--- config.mk ---
export PLATFORM = sky130hd
export DESIGN_NAME = sar_frame_ctrl
export DESIGN_NICKNAME = d
export VERILOG_FILES = /design/src/core/sar_frame_pkg.sv /design/src/core/sar_result_fifo.sv /design/src/core/sar_frame_ctrl.sv
export SDC_FILE = /design/constraint.sdc
export NUM_CORES = 1
export LEC_CHECK = 0
export BUFFER_PORTS_ARGS = -buffer_cell sky130_fd_sc_hd__buf_2
export CAP_MARGIN = 20
export CORE_AREA = 3 3 187 171
export CTS_CLUSTER_DIAMETER = 120
export DETAILED_ROUTE_END_ITERATION = 6
export DIE_AREA = 0 0 190 174
export PLACE_DENSITY = 0.75
export SYNTH_ARGS = -nofsm -noshare
export SYNTH_HDL_FRONTEND = slang
export SYNTH_SLANG_ARGS = --single-unit
--- constraint.sdc ---
create_clock -name sys_clk -period 4.7 [get_ports sys_clk]
set_input_delay 0 -clock sys_clk [delete_from_list [all_inputs] [get_ports sys_clk]]
set_output_delay 0 -clock sys_clk [all_outputs]
set_load 0.05 [all_outputs]
--- src/core/sar_frame_pkg.sv ---
/*
 * Shared constants and carrier types for the serial frame control of an
 * eight-channel 12-bit successive-approximation converter.
 * Assumes a single system clock; serial pins are asynchronous to it.
 */
package sar_frame_pkg;

    // ------------------------------------------------------------
    // Conversion format
    // ------------------------------------------------------------
    localparam int CODE_BITS    = 12;
    localparam int CODE_STEPS   = 4096;
    localparam int NUM_CHANNELS = 8;
    localparam int CHAN_BITS    = 3;

    // ------------------------------------------------------------
    // Serial clock counts per conversion
    // ------------------------------------------------------------
    localparam int CONV_CLKS  = 16;
    localparam int TRACK_CLKS = 3;
    localparam int HOLD_CLKS  = 13;
    localparam int LEAD_ZEROS = 4;
    localparam int CNT_BITS   = 5;

    // ------------------------------------------------------------
    // Command word layout
    // ------------------------------------------------------------
    localparam int CMD_BITS = 8;
    localparam int CHAN_MSB = 5;
    localparam int CHAN_LSB = 3;

    // ------------------------------------------------------------
    // Reset values and buffering
    // ------------------------------------------------------------
    localparam logic [CHAN_BITS-1:0] RESET_CHANNEL = 3'h0;
    localparam logic [CMD_BITS-1:0]  RESET_CMD     = 8'h00;
    localparam int                   FIFO_DEPTH    = 32;

    // ------------------------------------------------------------
    // Carrier types
    // ------------------------------------------------------------
    typedef struct packed {
        logic cs_n;
        logic sclk;
        logic din;
    } pins_t;

    typedef struct packed {
        logic                 start;
        logic [CHAN_BITS-1:0] channel;
    } conv_req_t;

    typedef struct packed {
        logic track;
        logic hold;
        logic powered;
    } mode_t;

endpackage

--- src/core/sar_result_fifo.sv ---
/*
 * Result FIFO: flip-flop storage, valid and ready on both sides.
 * Assumes DEPTH is a power of two and one clock for both sides.
 */
`timescale 1ns/10ps
module sar_result_fifo #(
    parameter int WIDTH = 12,
    parameter int DEPTH = 32
) (
    // Clock and reset
    input  wire logic             sys_clk,
    input  wire logic             nrst,
    // Fill side
    input  wire logic [WIDTH-1:0] in_data,
    input  wire logic             in_valid,
    output logic                  in_ready,
    // Drain side
    output logic [WIDTH-1:0]      out_data,
    output logic                  out_valid,
    input  wire logic             out_ready
);
    localparam int AW = $clog2(DEPTH);
    localparam int CW = $clog2(DEPTH + 1);

    logic [WIDTH-1:0] mem_r   [DEPTH];
    logic [WIDTH-1:0] mem_nxt [DEPTH];
    logic [AW-1:0]    wr_ptr_r;
    logic [AW-1:0]    wr_ptr_nxt;
    logic [AW-1:0]    rd_ptr_r;
    logic [AW-1:0]    rd_ptr_nxt;
    logic [CW-1:0]    count_r;
    logic [CW-1:0]    count_nxt;
    logic             rdy_r;
    logic             rdy_nxt;
    logic             valid_r;
    logic             valid_nxt;
    logic             push;
    logic             pop;

    // ------------------------------------------------------------
    // Next state
    // ------------------------------------------------------------
    always_comb
    begin
        push       = in_valid & rdy_r;
        pop        = out_ready & valid_r;
        mem_nxt    = mem_r;
        wr_ptr_nxt = wr_ptr_r;
        rd_ptr_nxt = rd_ptr_r;
        if (push)
        begin
            mem_nxt[wr_ptr_r] = in_data;
            wr_ptr_nxt        = AW'(wr_ptr_r + 1'b1);
        end
        if (pop)
        begin
            rd_ptr_nxt = AW'(rd_ptr_r + 1'b1);
        end
        count_nxt = CW'(count_r + CW'(push) - CW'(pop));
        rdy_nxt   = (count_nxt != CW'(DEPTH));
        valid_nxt = (count_nxt != '0);
    end

    // ------------------------------------------------------------
    // Registers
    // ------------------------------------------------------------
    always_ff @(posedge sys_clk)
    begin
        if (!nrst)
        begin
            wr_ptr_r <= '0;
            rd_ptr_r <= '0;
            count_r  <= '0;
            rdy_r    <= 1'b0;
            valid_r  <= 1'b0;
        end
        else
        begin
            wr_ptr_r <= wr_ptr_nxt;
            rd_ptr_r <= rd_ptr_nxt;
            count_r  <= count_nxt;
            rdy_r    <= rdy_nxt;
            valid_r  <= valid_nxt;
        end
        mem_r <= mem_nxt;
    end

    assign in_ready  = rdy_r;
    assign out_valid = valid_r;
    assign out_data  = mem_r[rd_ptr_r];

endmodule

--- src/core/sar_frame_ctrl.sv ---
/*
 * Serial frame control of an eight-channel 12-bit SAR converter.
 * Samples chip select, serial clock and command input on sys_clk,
 * sequences track and hold, picks the channel, shifts results out.
 * Assumes the serial clock is much slower than sys_clk (8x or more)
 * and a front end that pushes one code per conversion request.
 */
// Summary of operation
// - Results are unsigned straight binary 12-bit codes, step is supply over 4096.
// - A frame starts when chip select falls and ends when it rises.
// - Serial output enabled only while chip select is low.
// - Serial clock ignored while chip select is high.
// - First 3 serial clock cycles of a conversion are track mode.
// - Next 13 cycles are hold mode, converting and shifting out.
// - Falling edges 1-4 send zeros, 5-16 send the code MSB first.
// - Track re-entered after every 16th rising edge, hold at edge N*16+4.
// - Chip select falling with clock high: next clock fall is edge 1.
// - Chip select falling with clock low counts as falling edge 1.
// - Chip select and clock falling together also start track mode.
// - Command word sampled MSB first on the first 8 rising edges.
// - Channel from one command applies to the next conversion.
// - First conversion after reset uses RESET_CHANNEL, channel 0.
// - Command bits 5 to 3 carry the channel code, others ignored.
// - Channel code n selects analog input n.
// - Powered while chip select low, down between edge 16 and next edge 1.
`timescale 1ns/10ps
module sar_frame_ctrl
    import sar_frame_pkg::*;
#(
    parameter int FIFO_WORDS = FIFO_DEPTH
) (
    // Clock and reset
    input  wire logic                    sys_clk,
    input  wire logic                    nrst,
    // Serial pins
    input  wire logic                    cs_n,
    input  wire logic                    sclk,
    input  wire logic                    din,
    output logic                         dout,
    output logic                         dout_oe,
    // Result stream from the converter core
    input  wire logic [CODE_BITS-1:0]    res_data,
    input  wire logic                    res_valid,
    output logic                         res_ready,
    // Converter core control
    output conv_req_t                    conv_req,
    output mode_t                        mode,
    output logic [NUM_CHANNELS-1:0]      mux_sel,
    // Status pulses
    output logic                         frame_err,
    output logic                         underrun
);

    // ------------------------------------------------------------
    // Declarations
    // ------------------------------------------------------------
    pins_t                   pins_in;
    pins_t                   sync1_r;
    pins_t                   sync2_r;
    pins_t                   prev_r;
    logic                    cs_fall;
    logic                    cs_rise;
    logic                    sclk_fall;
    logic                    sclk_rise;
    logic                    fall_ev;
    logic                    rise_ev;
    logic [CNT_BITS-1:0]     fall_cnt_r;
    logic [CNT_BITS-1:0]     fall_cnt_nxt;
    logic [CNT_BITS-1:0]     rise_cnt_r;
    logic [CNT_BITS-1:0]     rise_cnt_nxt;
    logic [CMD_BITS-1:0]     cmd_r;
    logic [CMD_BITS-1:0]     cmd_nxt;
    logic [CMD_BITS-1:0]     cmd_shift;
    logic [CHAN_BITS-1:0]    next_chan_r;
    logic [CHAN_BITS-1:0]    next_chan_nxt;
    logic [CHAN_BITS-1:0]    cur_chan_r;
    logic [CHAN_BITS-1:0]    cur_chan_nxt;
    logic [CODE_BITS-1:0]    shift_r;
    logic [CODE_BITS-1:0]    shift_nxt;
    logic [CODE_BITS-1:0]    code;
    logic                    dout_r;
    logic                    dout_nxt;
    logic                    oe_r;
    logic                    oe_nxt;
    conv_req_t               req_r;
    conv_req_t               req_nxt;
    mode_t                   mode_r;
    mode_t                   mode_nxt;
    logic [NUM_CHANNELS-1:0] sel_r;
    logic [NUM_CHANNELS-1:0] sel_nxt;
    logic                    ferr_r;
    logic                    ferr_nxt;
    logic                    under_r;
    logic                    under_nxt;
    logic                    pop;
    logic [CODE_BITS-1:0]    fifo_data;
    logic                    fifo_valid;
    typedef enum logic [2:0]
    {
        IDLE       = 3'b000,
        ARMED      = 3'b001,
        TRACK      = 3'b010,
        HOLD       = 3'b011,
        POWER_DOWN = 3'b100
    } phase_t;
    phase_t                  phase;

    // ------------------------------------------------------------
    // Pin synchronisers and edge detection
    // ------------------------------------------------------------
    assign pins_in = '{cs_n: cs_n, sclk: sclk, din: din};

    always_ff @(posedge sys_clk)
    begin
        if (!nrst)
        begin
            sync1_r <= '{cs_n: 1'b1, sclk: 1'b0, din: 1'b0};
            sync2_r <= '{cs_n: 1'b1, sclk: 1'b0, din: 1'b0};
            prev_r  <= '{cs_n: 1'b1, sclk: 1'b0, din: 1'b0};
        end
        else
        begin
            sync1_r <= pins_in;
            sync2_r <= sync1_r;
            prev_r  <= sync2_r;
        end
    end

    always_comb
    begin
        cs_fall   = prev_r.cs_n & ~sync2_r.cs_n;
        cs_rise   = ~prev_r.cs_n & sync2_r.cs_n;
        sclk_fall = prev_r.sclk & ~sync2_r.sclk;
        sclk_rise = ~prev_r.sclk & sync2_r.sclk;
        // Chip select low gates the clock; a chip select fall with the
        // clock low, alone or together with a clock fall, is edge 1
        fall_ev   = ~sync2_r.cs_n & ~sync2_r.sclk & (cs_fall | sclk_fall);
        rise_ev   = ~sync2_r.cs_n & sclk_rise & (fall_cnt_r != '0);
    end

    // ------------------------------------------------------------
    // Result buffer
    // ------------------------------------------------------------
    sar_result_fifo #(
        .WIDTH (CODE_BITS),
        .DEPTH (FIFO_WORDS)
    ) u_fifo (
        .sys_clk   (sys_clk),
        .nrst      (nrst),
        .in_data   (res_data),
        .in_valid  (res_valid),
        .in_ready  (res_ready),
        .out_data  (fifo_data),
        .out_valid (fifo_valid),
        .out_ready (pop)
    );

    // ------------------------------------------------------------
    // Channel decode
    // ------------------------------------------------------------
    genvar gi;
    generate
        for (gi = 0; gi < NUM_CHANNELS; gi++)
        begin : g_sel
            assign sel_nxt[gi] = (cur_chan_nxt == CHAN_BITS'(gi));
        end
    endgenerate

    // ------------------------------------------------------------
    // Frame sequencer next state
    // ------------------------------------------------------------
    always_comb
    begin
        fall_cnt_nxt  = fall_cnt_r;
        rise_cnt_nxt  = rise_cnt_r;
        cmd_nxt       = cmd_r;
        next_chan_nxt = next_chan_r;
        cur_chan_nxt  = cur_chan_r;
        shift_nxt     = shift_r;
        dout_nxt      = dout_r;
        req_nxt       = '{start: 1'b0, channel: req_r.channel};
        ferr_nxt      = 1'b0;
        under_nxt     = 1'b0;
        pop           = 1'b0;
        code          = '0;
        cmd_shift     = {cmd_r[CMD_BITS-2:0], sync2_r.din};
        oe_nxt        = ~sync2_r.cs_n;

        if (cs_rise)
        begin
            // Frame end aborts any conversion in progress
            fall_cnt_nxt = '0;
            rise_cnt_nxt = '0;
            dout_nxt     = 1'b0;
            ferr_nxt     = (rise_cnt_r != '0) &&
                           (rise_cnt_r != CNT_BITS'(CONV_CLKS));
        end
        else if (cs_fall && sync2_r.sclk)
        begin
            fall_cnt_nxt = '0;
            rise_cnt_nxt = '0;
            dout_nxt     = 1'b0;
        end
        else if (fall_ev)
        begin
            if ((fall_cnt_r == '0) || (fall_cnt_r == CNT_BITS'(CONV_CLKS)))
            begin
                // New conversion: track again, adopt the queued channel
                fall_cnt_nxt = CNT_BITS'(1);
                rise_cnt_nxt = '0;
                cur_chan_nxt = next_chan_r;
                dout_nxt     = 1'b0;
            end
            else
            begin
                fall_cnt_nxt = CNT_BITS'(fall_cnt_r + 1'b1);
                if (fall_cnt_nxt <= CNT_BITS'(LEAD_ZEROS))
                begin
                    dout_nxt = 1'b0;
                end
                if (fall_cnt_nxt == CNT_BITS'(LEAD_ZEROS))
                begin
                    // Hold entry starts the conversion in the core
                    req_nxt = '{start: 1'b1, channel: cur_chan_r};
                end
                else if (fall_cnt_nxt == CNT_BITS'(LEAD_ZEROS + 1))
                begin
                    // First result bit: take the code from the buffer
                    if (fifo_valid)
                    begin
                        code = fifo_data;
                        pop  = 1'b1;
                    end
                    else
                    begin
                        under_nxt = 1'b1;
                    end
                    dout_nxt  = code[CODE_BITS-1];
                    shift_nxt = {code[CODE_BITS-2:0], 1'b0};
                end
                else if (fall_cnt_nxt > CNT_BITS'(LEAD_ZEROS + 1))
                begin
                    dout_nxt  = shift_r[CODE_BITS-1];
                    shift_nxt = {shift_r[CODE_BITS-2:0], 1'b0};
                end
            end
        end
        else if (rise_ev)
        begin
            if (rise_cnt_r < CNT_BITS'(CONV_CLKS))
            begin
                rise_cnt_nxt = CNT_BITS'(rise_cnt_r + 1'b1);
            end
            if (rise_cnt_r < CNT_BITS'(CMD_BITS))
            begin
                cmd_nxt = cmd_shift;
            end
            if (rise_cnt_r == CNT_BITS'(CMD_BITS - 1))
            begin
                next_chan_nxt = cmd_shift[CHAN_MSB:CHAN_LSB];
            end
        end

        // Phase follows the falling edge count of the conversion
        if (sync2_r.cs_n)
        begin
            phase = IDLE;
        end
        else if (fall_cnt_nxt == '0)
        begin
            phase = ARMED;
        end
        else if (fall_cnt_nxt <= CNT_BITS'(TRACK_CLKS))
        begin
            phase = TRACK;
        end
        else if (fall_cnt_nxt != CNT_BITS'(CONV_CLKS))
        begin
            phase = HOLD;
        end
        else
        begin
            phase = POWER_DOWN;
        end

        // Mode outputs of each phase
        case (phase)
            ARMED:      mode_nxt = '{track: 1'b0, hold: 1'b0, powered: 1'b1};
            TRACK:      mode_nxt = '{track: 1'b1, hold: 1'b0, powered: 1'b1};
            HOLD:       mode_nxt = '{track: 1'b0, hold: 1'b1, powered: 1'b1};
            POWER_DOWN: mode_nxt = '{track: 1'b0, hold: 1'b1, powered: 1'b0};
            default:    mode_nxt = '{track: 1'b0, hold: 1'b0, powered: 1'b0};
        endcase
    end

    // ------------------------------------------------------------
    // Frame sequencer registers
    // ------------------------------------------------------------
    always_ff @(posedge sys_clk)
    begin
        if (!nrst)
        begin
            fall_cnt_r  <= '0;
            rise_cnt_r  <= '0;
            cmd_r       <= RESET_CMD;
            next_chan_r <= RESET_CHANNEL;
            cur_chan_r  <= RESET_CHANNEL;
            shift_r     <= '0;
            dout_r      <= 1'b0;
            oe_r        <= 1'b0;
            req_r       <= '{start: 1'b0, channel: RESET_CHANNEL};
            mode_r      <= '{track: 1'b0, hold: 1'b0, powered: 1'b0};
            sel_r       <= '0;
            ferr_r      <= 1'b0;
            under_r     <= 1'b0;
        end
        else
        begin
            fall_cnt_r  <= fall_cnt_nxt;
            rise_cnt_r  <= rise_cnt_nxt;
            cmd_r       <= cmd_nxt;
            next_chan_r <= next_chan_nxt;
            cur_chan_r  <= cur_chan_nxt;
            shift_r     <= shift_nxt;
            dout_r      <= dout_nxt;
            oe_r        <= oe_nxt;
            req_r       <= req_nxt;
            mode_r      <= mode_nxt;
            sel_r       <= sel_nxt;
            ferr_r      <= ferr_nxt;
            under_r     <= under_nxt;
        end
    end

    // ------------------------------------------------------------
    // Outputs
    // ------------------------------------------------------------
    assign dout      = dout_r;
    assign dout_oe   = oe_r;
    assign conv_req  = req_r;
    assign mode      = mode_r;
    assign mux_sel   = sel_r;
    assign frame_err = ferr_r;
    assign underrun  = under_r;

endmodule

After elaboration in Yosys (flattened, before gate mapping)
Index checks and enable logic that the tools add are counted.
{"block": "totals", "input_bits": 18, "regBits": 462, "mem_bits_rw": 0, "latch_bits": 0, "rom_bits": 0, "mem_count": 0, "out_inout_bits": 20}
{"block": "op_classes", "n_bitwise": 24, "shift": 0, "div": 0, "mux": 40, "magnitude_cmp": 8, "addsub": 6, "reduce_logical": 22, "n_mul": 0, "eq_ne": 19}
{"op": "$bwmux W384", "n": 1}
{"op": "$mux W12", "n": 6}
{"op": "$bmux W12 S5", "n": 1}
{"op": "$demux W12 S5", "n": 1}
{"op": "$mux W5", "n": 8}
{"op": "$mux W3", "n": 8}
{"op": "$add A5 B1 Y5 const B", "n": 4}
{"op": "$eq A3 B3 Y1 const B", "n": 5}
{"op": "$eq A5 B3 Y1 const B", "n": 3}
{"op": "$reduce_and A5 Y1", "n": 3}
{"op": "$mux W1", "n": 13}
{"op": "$eq A3 B2 Y1 const B", "n": 4}
{"op": "$ge A6 B6 Y1 const B", "n": 2}
{"op": "$not A5 Y6", "n": 2}
{"op": "$pmux W3 S4", "n": 1}
{"op": "$not A1 Y1", "n": 11}
{"op": "$and A1 B1 Y1", "n": 10}
{"op": "$logic_not A5 Y1", "n": 2}
{"op": "$ne A5 B5 Y1 const B", "n": 2}
{"op": "$reduce_bool A5 Y1", "n": 2}
{"op": "$reduce_or A7 Y1", "n": 1}
{"op": "$add A6 B1 Y6", "n": 1}
{"op": "$eq A3 B1 Y1 const B", "n": 2}
{"op": "$lt A6 B1 Y1 const B", "n": 1}
{"op": "21 further kinds", "n": 25}

Depth between registers and ports, before layout
{"block": "logic_depth", "word_depth": 14, "mapped_depth": 16, "ltp_nobuf": 15}

Hierarchy
A second synthesis with hierarchy kept.
{"block": "hier_totals", "cells_unflattened": 1087, "area_unflattened_um2": 18402.6}
{"mod": "sar_result_fifo", "n_inst": 1, "area_per_inst_um2": 15631.2, "cells_per_inst": 777, "seq_area_each_um2": 11891.4}
{"mod": "sar_frame_ctrl", "n_inst": 1, "area_per_inst_um2": 2771.4, "cells_per_inst": 310, "seq_area_each_um2": 1181.1}

Worst setup path after synthesis
No wires, ideal clock.
{"block": "synth_timing", "path_type": "flip-flop to flip-flop", "start": "register fall_cnt_r[1]", "end": "register u_fifo.valid_r (netlist: u_fifo.out_valid)", "synth_period_minus_slack_ns": 3.379, "t_arrival_ns": 3.254, "slack_ns": 1.321, "required_ns": 4.575, "stages_incl_launch_ff": 16, "path_cell_list": "dfxtp_1 -> clkbuf_1 -> inv_1 -> ha_1 -> nor3b_2 -> nor4b_2 -> nand4_2 -> inv_1 -> ha_1 -> inv_1 -> ha_1 -> fa_1 -> a21o_1 -> a21oi_1 -> xnor2_1 -> o41a_1"}
{"block": "synth_between", "elab_chain_len": 11, "word_cells_on_any_way": 15}
{"element": "start, declared", "line": "sar_frame_ctrl.sv:67", "source": "logic [CNT_BITS-1:0] fall_cnt_r;"}
{"element": "start signal, assigned", "line": "sar_frame_ctrl.sv:319", "source": "fall_cnt_r <= fall_cnt_nxt;"}
{"element": "$add A5 B1 Y5", "line": "sar_frame_ctrl.sv:216", "source": "fall_cnt_nxt = CNT_BITS'(fall_cnt_r + 1'b1);"}
{"element": "$eq A5 B3 Y1", "line": "sar_frame_ctrl.sv:226", "source": "else if (fall_cnt_nxt == CNT_BITS'(LEAD_ZEROS + 1))"}
{"element": "$mux W1", "line": "sar_frame_ctrl.sv:226"}
{"element": "$mux W1", "line": "sar_frame_ctrl.sv:221", "source": "if (fall_cnt_nxt == CNT_BITS'(LEAD_ZEROS))"}
{"element": "$mux W1 (*)", "line": "sar_frame_ctrl.sv:206", "source": "if ((fall_cnt_r == '0) || (fall_cnt_r == CNT_BITS'(CONV_CLKS)))"}
{"element": "$mux W1 (*)", "line": "sar_frame_ctrl.sv:204", "source": "else if (fall_ev)"}
{"element": "$mux W1 (*)", "line": "sar_frame_ctrl.sv:198", "source": "else if (cs_fall && sync2_r.sclk)"}
{"element": "$mux W1 (*)", "line": "sar_frame_ctrl.sv:189", "source": "if (cs_rise)"}
{"element": "$and A1 B1 Y1 (*)", "line": "sar_result_fifo.sv:46", "source": "pop = out_ready & valid_r;"}
{"element": "net u_fifo.pop", "line": "sar_result_fifo.sv:38", "source": "logic pop;"}
{"element": "$sub A6 B1 Y6 (*)", "line": "sar_result_fifo.sv:59", "source": "count_nxt = CW'(count_r + CW'(push) - CW'(pop));"}
{"element": "$reduce_bool A6 Y1 (*)", "line": "sar_result_fifo.sv:61", "source": "valid_nxt = (count_nxt != '0);"}
{"element": "end signal, assigned", "line": "sar_result_fifo.sv:83", "source": "valid_r <= valid_nxt;"}
{"element": "end, declared", "line": "sar_result_fifo.sv:35", "source": "logic valid_r;"}
Mark *: on every way through the listed nets, which the timed path passes. The rest lies on a longest branch.
A chain may end at the register's enable or synchronous reset.

Worst setup path in the final report
{"block": "layout_timing", "start": "register fall_cnt_r[0]", "end": "register u_fifo.valid_r (netlist: u_fifo.out_valid)"}
The elaborated chain is that of the path after synthesis.

==> impl_results.md <==
- Sequential area share after synthesis: 0.703
- Adder-cell share of the synthesized area: 0.0118
- Int Power: 6.71 mW
- Unique cell type count in the Yosys netlist: 73
- FF+latch area: 13100 sq um
- Crit-path max FO: 12
- Initial antenna violation count: 1
- Met3 Track Usage GR: 0.0490
- Ports: 38
- Final hold viol count: 0
- Drc violations: 0
- Port bufs: 37
- Post-synth EDFFs: 384
- GR peak layer: met1
- Die Ht: 174 microns
- GRT Total Usage: 0.242
- Worst setup margin: approximately 1 ns
- Sw power: ~1.8 mW
- N_diodes: 0
- Area leader, netlist: edfxtp_1
- Final Cycle Share: 0.790
- Setup violations, final: 0
- Grt total ovfl: 0
- Syn avg cell area: 17.6 sq um
- Gate power share: 0.056
- First-pass GRT wire length: 60400 microns
- Slew at the pin closest to its max-slew limit: 0.999 ns
- Synth-to-Final Area Change: 11.1%
- Drt first pass iters: 5
- Max-slew violation count: 0
- Routability Congestion: 0.823
- Worst EP arrival: 4.13 ns
- FP Rows: 60
- FILL cells: approximately 1900
- PD cells: 411 nW/um^2
- Most common cell in the synthesized netlist: edfxtp_1
- XOR/XNOR share of the synthesized area: 0.00565
- FF+latch count, synth: 461
- Multi-input logic area: 4930 sq um
- Clock latency on the worst-skew pair: 0.53 ns
- Critical Path RT: a little over 5 ns
- Setup crit end kind: flip-flop
- DR WL/cell: around 25 microns
- Max Clk Rate: about 0.27 GHz
- Grt met2 use: 0.366
- Clock tree buffer depth: 3
- Root Driver: clkbuf_16
- Nets@finish: 1169
- Mapped Cells: approximately 1100
- M1 GR Usage: 0.372
- Setup TNS Final: 0 ns
- Top cell type's share of synthesized area: 0.620
- Via density: around 6.3
- Commonest cells in the netlist: edfxtp_1 (384), dfxtp_1 (77), nor2_1 (76), mux2i_1 (60), mux4_2 (56)
- RSZ-0062 raised after global routing: false
- Synth Cell Area: 18600 sq um
- CTS resizes: 0
- Die W: 190 microns
- Largest net degree at the start of global routing: 47
- Hpwl dp: ~23000 microns
- Run status: complete, no violations
- H-tree depth: 2
- CTS Buf Count: 45
- Crit Path Class: reg -> reg
- # Max-Cap Violations: 0
- Final design utilization: 0.690
- Detailed-route wire length: 39200 microns
- DR vias: 9918
- ANT nets after route: 0
- Post-synthesis mux area share: 0.128
- YS warnings: 0
- Compound-Gate Fraction of Synth Area: 0.0661
- Final min period: 3.72 ns
- Switching Share: 0.210
- Slew Limit Headroom: 0.331
- Setup WS pre-CTS: 1.04 ns
- Worst-path clk slew: 0.06 ns
- Syn_nets: 1090
- Starting density of the core: 0.621
- Clock Sinks: 461
- Die area: 33100 sq um
- Post-synthesis simple-gate area fraction: 0.0532
- Share of cells above drive strength 1: 0.210
- Vias in the first global route: 9794
- Critical path launch point type: flip-flop
- Dominant synthesized flop cell: edfxtp_1
- Largest family of logic cells by synthesized area: multiplexers
- Ys async rst share: 0
- Final clock skew: 0.00990 ns
- Area contributors post-synth: edfxtp_1 (62%), dfxtp_1 (8.3%), mux4_2 (6.8%)
- Sequential power share: 0.533
- DRC marker count from the first detailed-route iteration: 964
- Hold WC Path Type: in -> reg
- Max IR drop VDD: 0.351 mV
- Clock Power Share: 0.412
- CTS tree: built
- Leakage: 6.71 nW
- Core Box Area: 30000 sq um
-- state kept, by name (all words and copies together), names as in the netlist, 2 cells and up --
name,count
u_fifo.mem_r,384
fall_cnt_r,5
u_fifo.count_r,6
next_chan_r,3
shift_r,11
conv_req,4
mode,3
mux_sel,8
cur_chan_r,3
u_fifo.wr_ptr_r,5
u_fifo.rd_ptr_r,5
rise_cnt_r,5
sync2_r,2
sync1_r,3
prev_r,2
cmd_r,5
-- final timing paths --
| check | from | to | slack (ns) | cells after the start |
|---|---|---|---|---|
| setup / recovery | fall_cnt_r[0] | u_fifo.out_valid | 0.98 | 14 |
| hold / removal | res_data[6] | u_fifo.mem_r[210] | 0.01 | 1 |
| setup reg to reg | fall_cnt_r[0] | u_fifo.out_valid | 0.98 | 14 |
| hold reg to reg | sync1_r[2] | sync2_r[2] | 0.41 | 1 |
-- area by class of cell --
type	count	area share
clock inverter	29	0.0131
sequential	461	0.633
multi-input combinational	512	0.238
timing repair buffer	94	0.0312
clock buffer	54	0.0566
inverter	20	0.00363
tap	403	0.0244
-- stage by stage --
stage / power, mW / cell area (sq um) / instances / hold slack (ns)
final: 8.50 / 20700 / 1573 / 0.0109
after global routing: 8.77 / 20700 / 1573 / 0.0291
after CTS: 8.56 / 20700 / 1573 / 0.00372
after detailed placement: 5.08 / 19100 / 1482 / 0.190
after global placement: 5.06 / 19100 / 1480 / 0.184
after floorplan: 4.90 / 18600 / 1055 / 0.0989
-- cells in the final DEF, fill, tap and decap left out, types with 6 or more instances in the layout --
cell / synthesis / final
edfxtp_1: 384 / 384
nor2_1: 76 / 76
dfxtp_1: 77 / 74
mux2i_1: 60 / 60
mux4_2: 56 / 56
buf_4: 2 / 47
clkbuf_16: 0 / 45
a21oi_1: 38 / 38
nand2_1: 37 / 37
buf_2: 13 / 37
inv_1: 20 / 20
mux4_1: 19 / 19
ha_1: 16 / 16
and2_1: 15 / 15
nand3_1: 13 / 13
clkinv_1: 0 / 13
o22ai_1: 12 / 12
a22oi_1: 11 / 11
a211o_1: 11 / 11
o221ai_1: 10 / 10
a22o_1: 10 / 10
a2111oi_2: 10 / 10
a311oi_2: 9 / 9
clkbuf_1: 21 / 8
dlygate4sd3_1: 0 / 8
xor2_1: 7 / 7
nand3b_1: 6 / 6
or3_1: 6 / 6
nor2b_1: 6 / 6
nor3_1: 6 / 6
clkinv_2: 0 / 6
-- cell families (layout without fill, tap and decap cells) --
group                    Yosys count  after routing
AO/OA/AOI/OAI                    150            150
XOR/XNOR                          12             12
adder cells (fa/ha/maj)           17             17
buffers and inverters             82            197
flip-flops                       461            461
multiplexers                     137            137
AND/OR/NAND/NOR                  196            196
-- timing repair --
action | 4_1_cts | 5_1_grt
hold endpoints to repair | 53 | 0
buffers inserted | 0 | 0
hold buffers | 8 | 0
-- power by group through the flow --
stage	logic, mW	registers [mW]	clock network, mW
2_1_floorplan	0.284	4.62	0
3_3_place_gp	0.449	4.61	0
3_5_place_dp	0.462	4.61	0
4_1_cts	0.475	4.53	3.55
5_1_grt	0.523	4.53	3.71
6_report	0.472	4.53	3.50
-- routing by layer --
layer / vias to the layer above / routed length [microns]
li1: 4376 / -
met1: 5104 / 17000
met2: 377 / 18500
met3: 59 / 2950
met4: 2 / 714
met5: - / 7
-- critical path, cell delays in order, from the launching register on --
cell and delay, ns:
dfxtp_1 0.55, inv_1 0.08, ha_1 0.29, nor3b_2 0.22, nor4b_2 0.31, nand4_2 0.29
inv_1 0.14, ha_1 0.14, inv_1 0.04, ha_1 0.23, fa_1 0.43, a21o_1 0.17
a21oi_1 0.16, xnor2_1 0.12, o41a_1 0.42
Note: power is estimated with default switching activity, not from simulation.
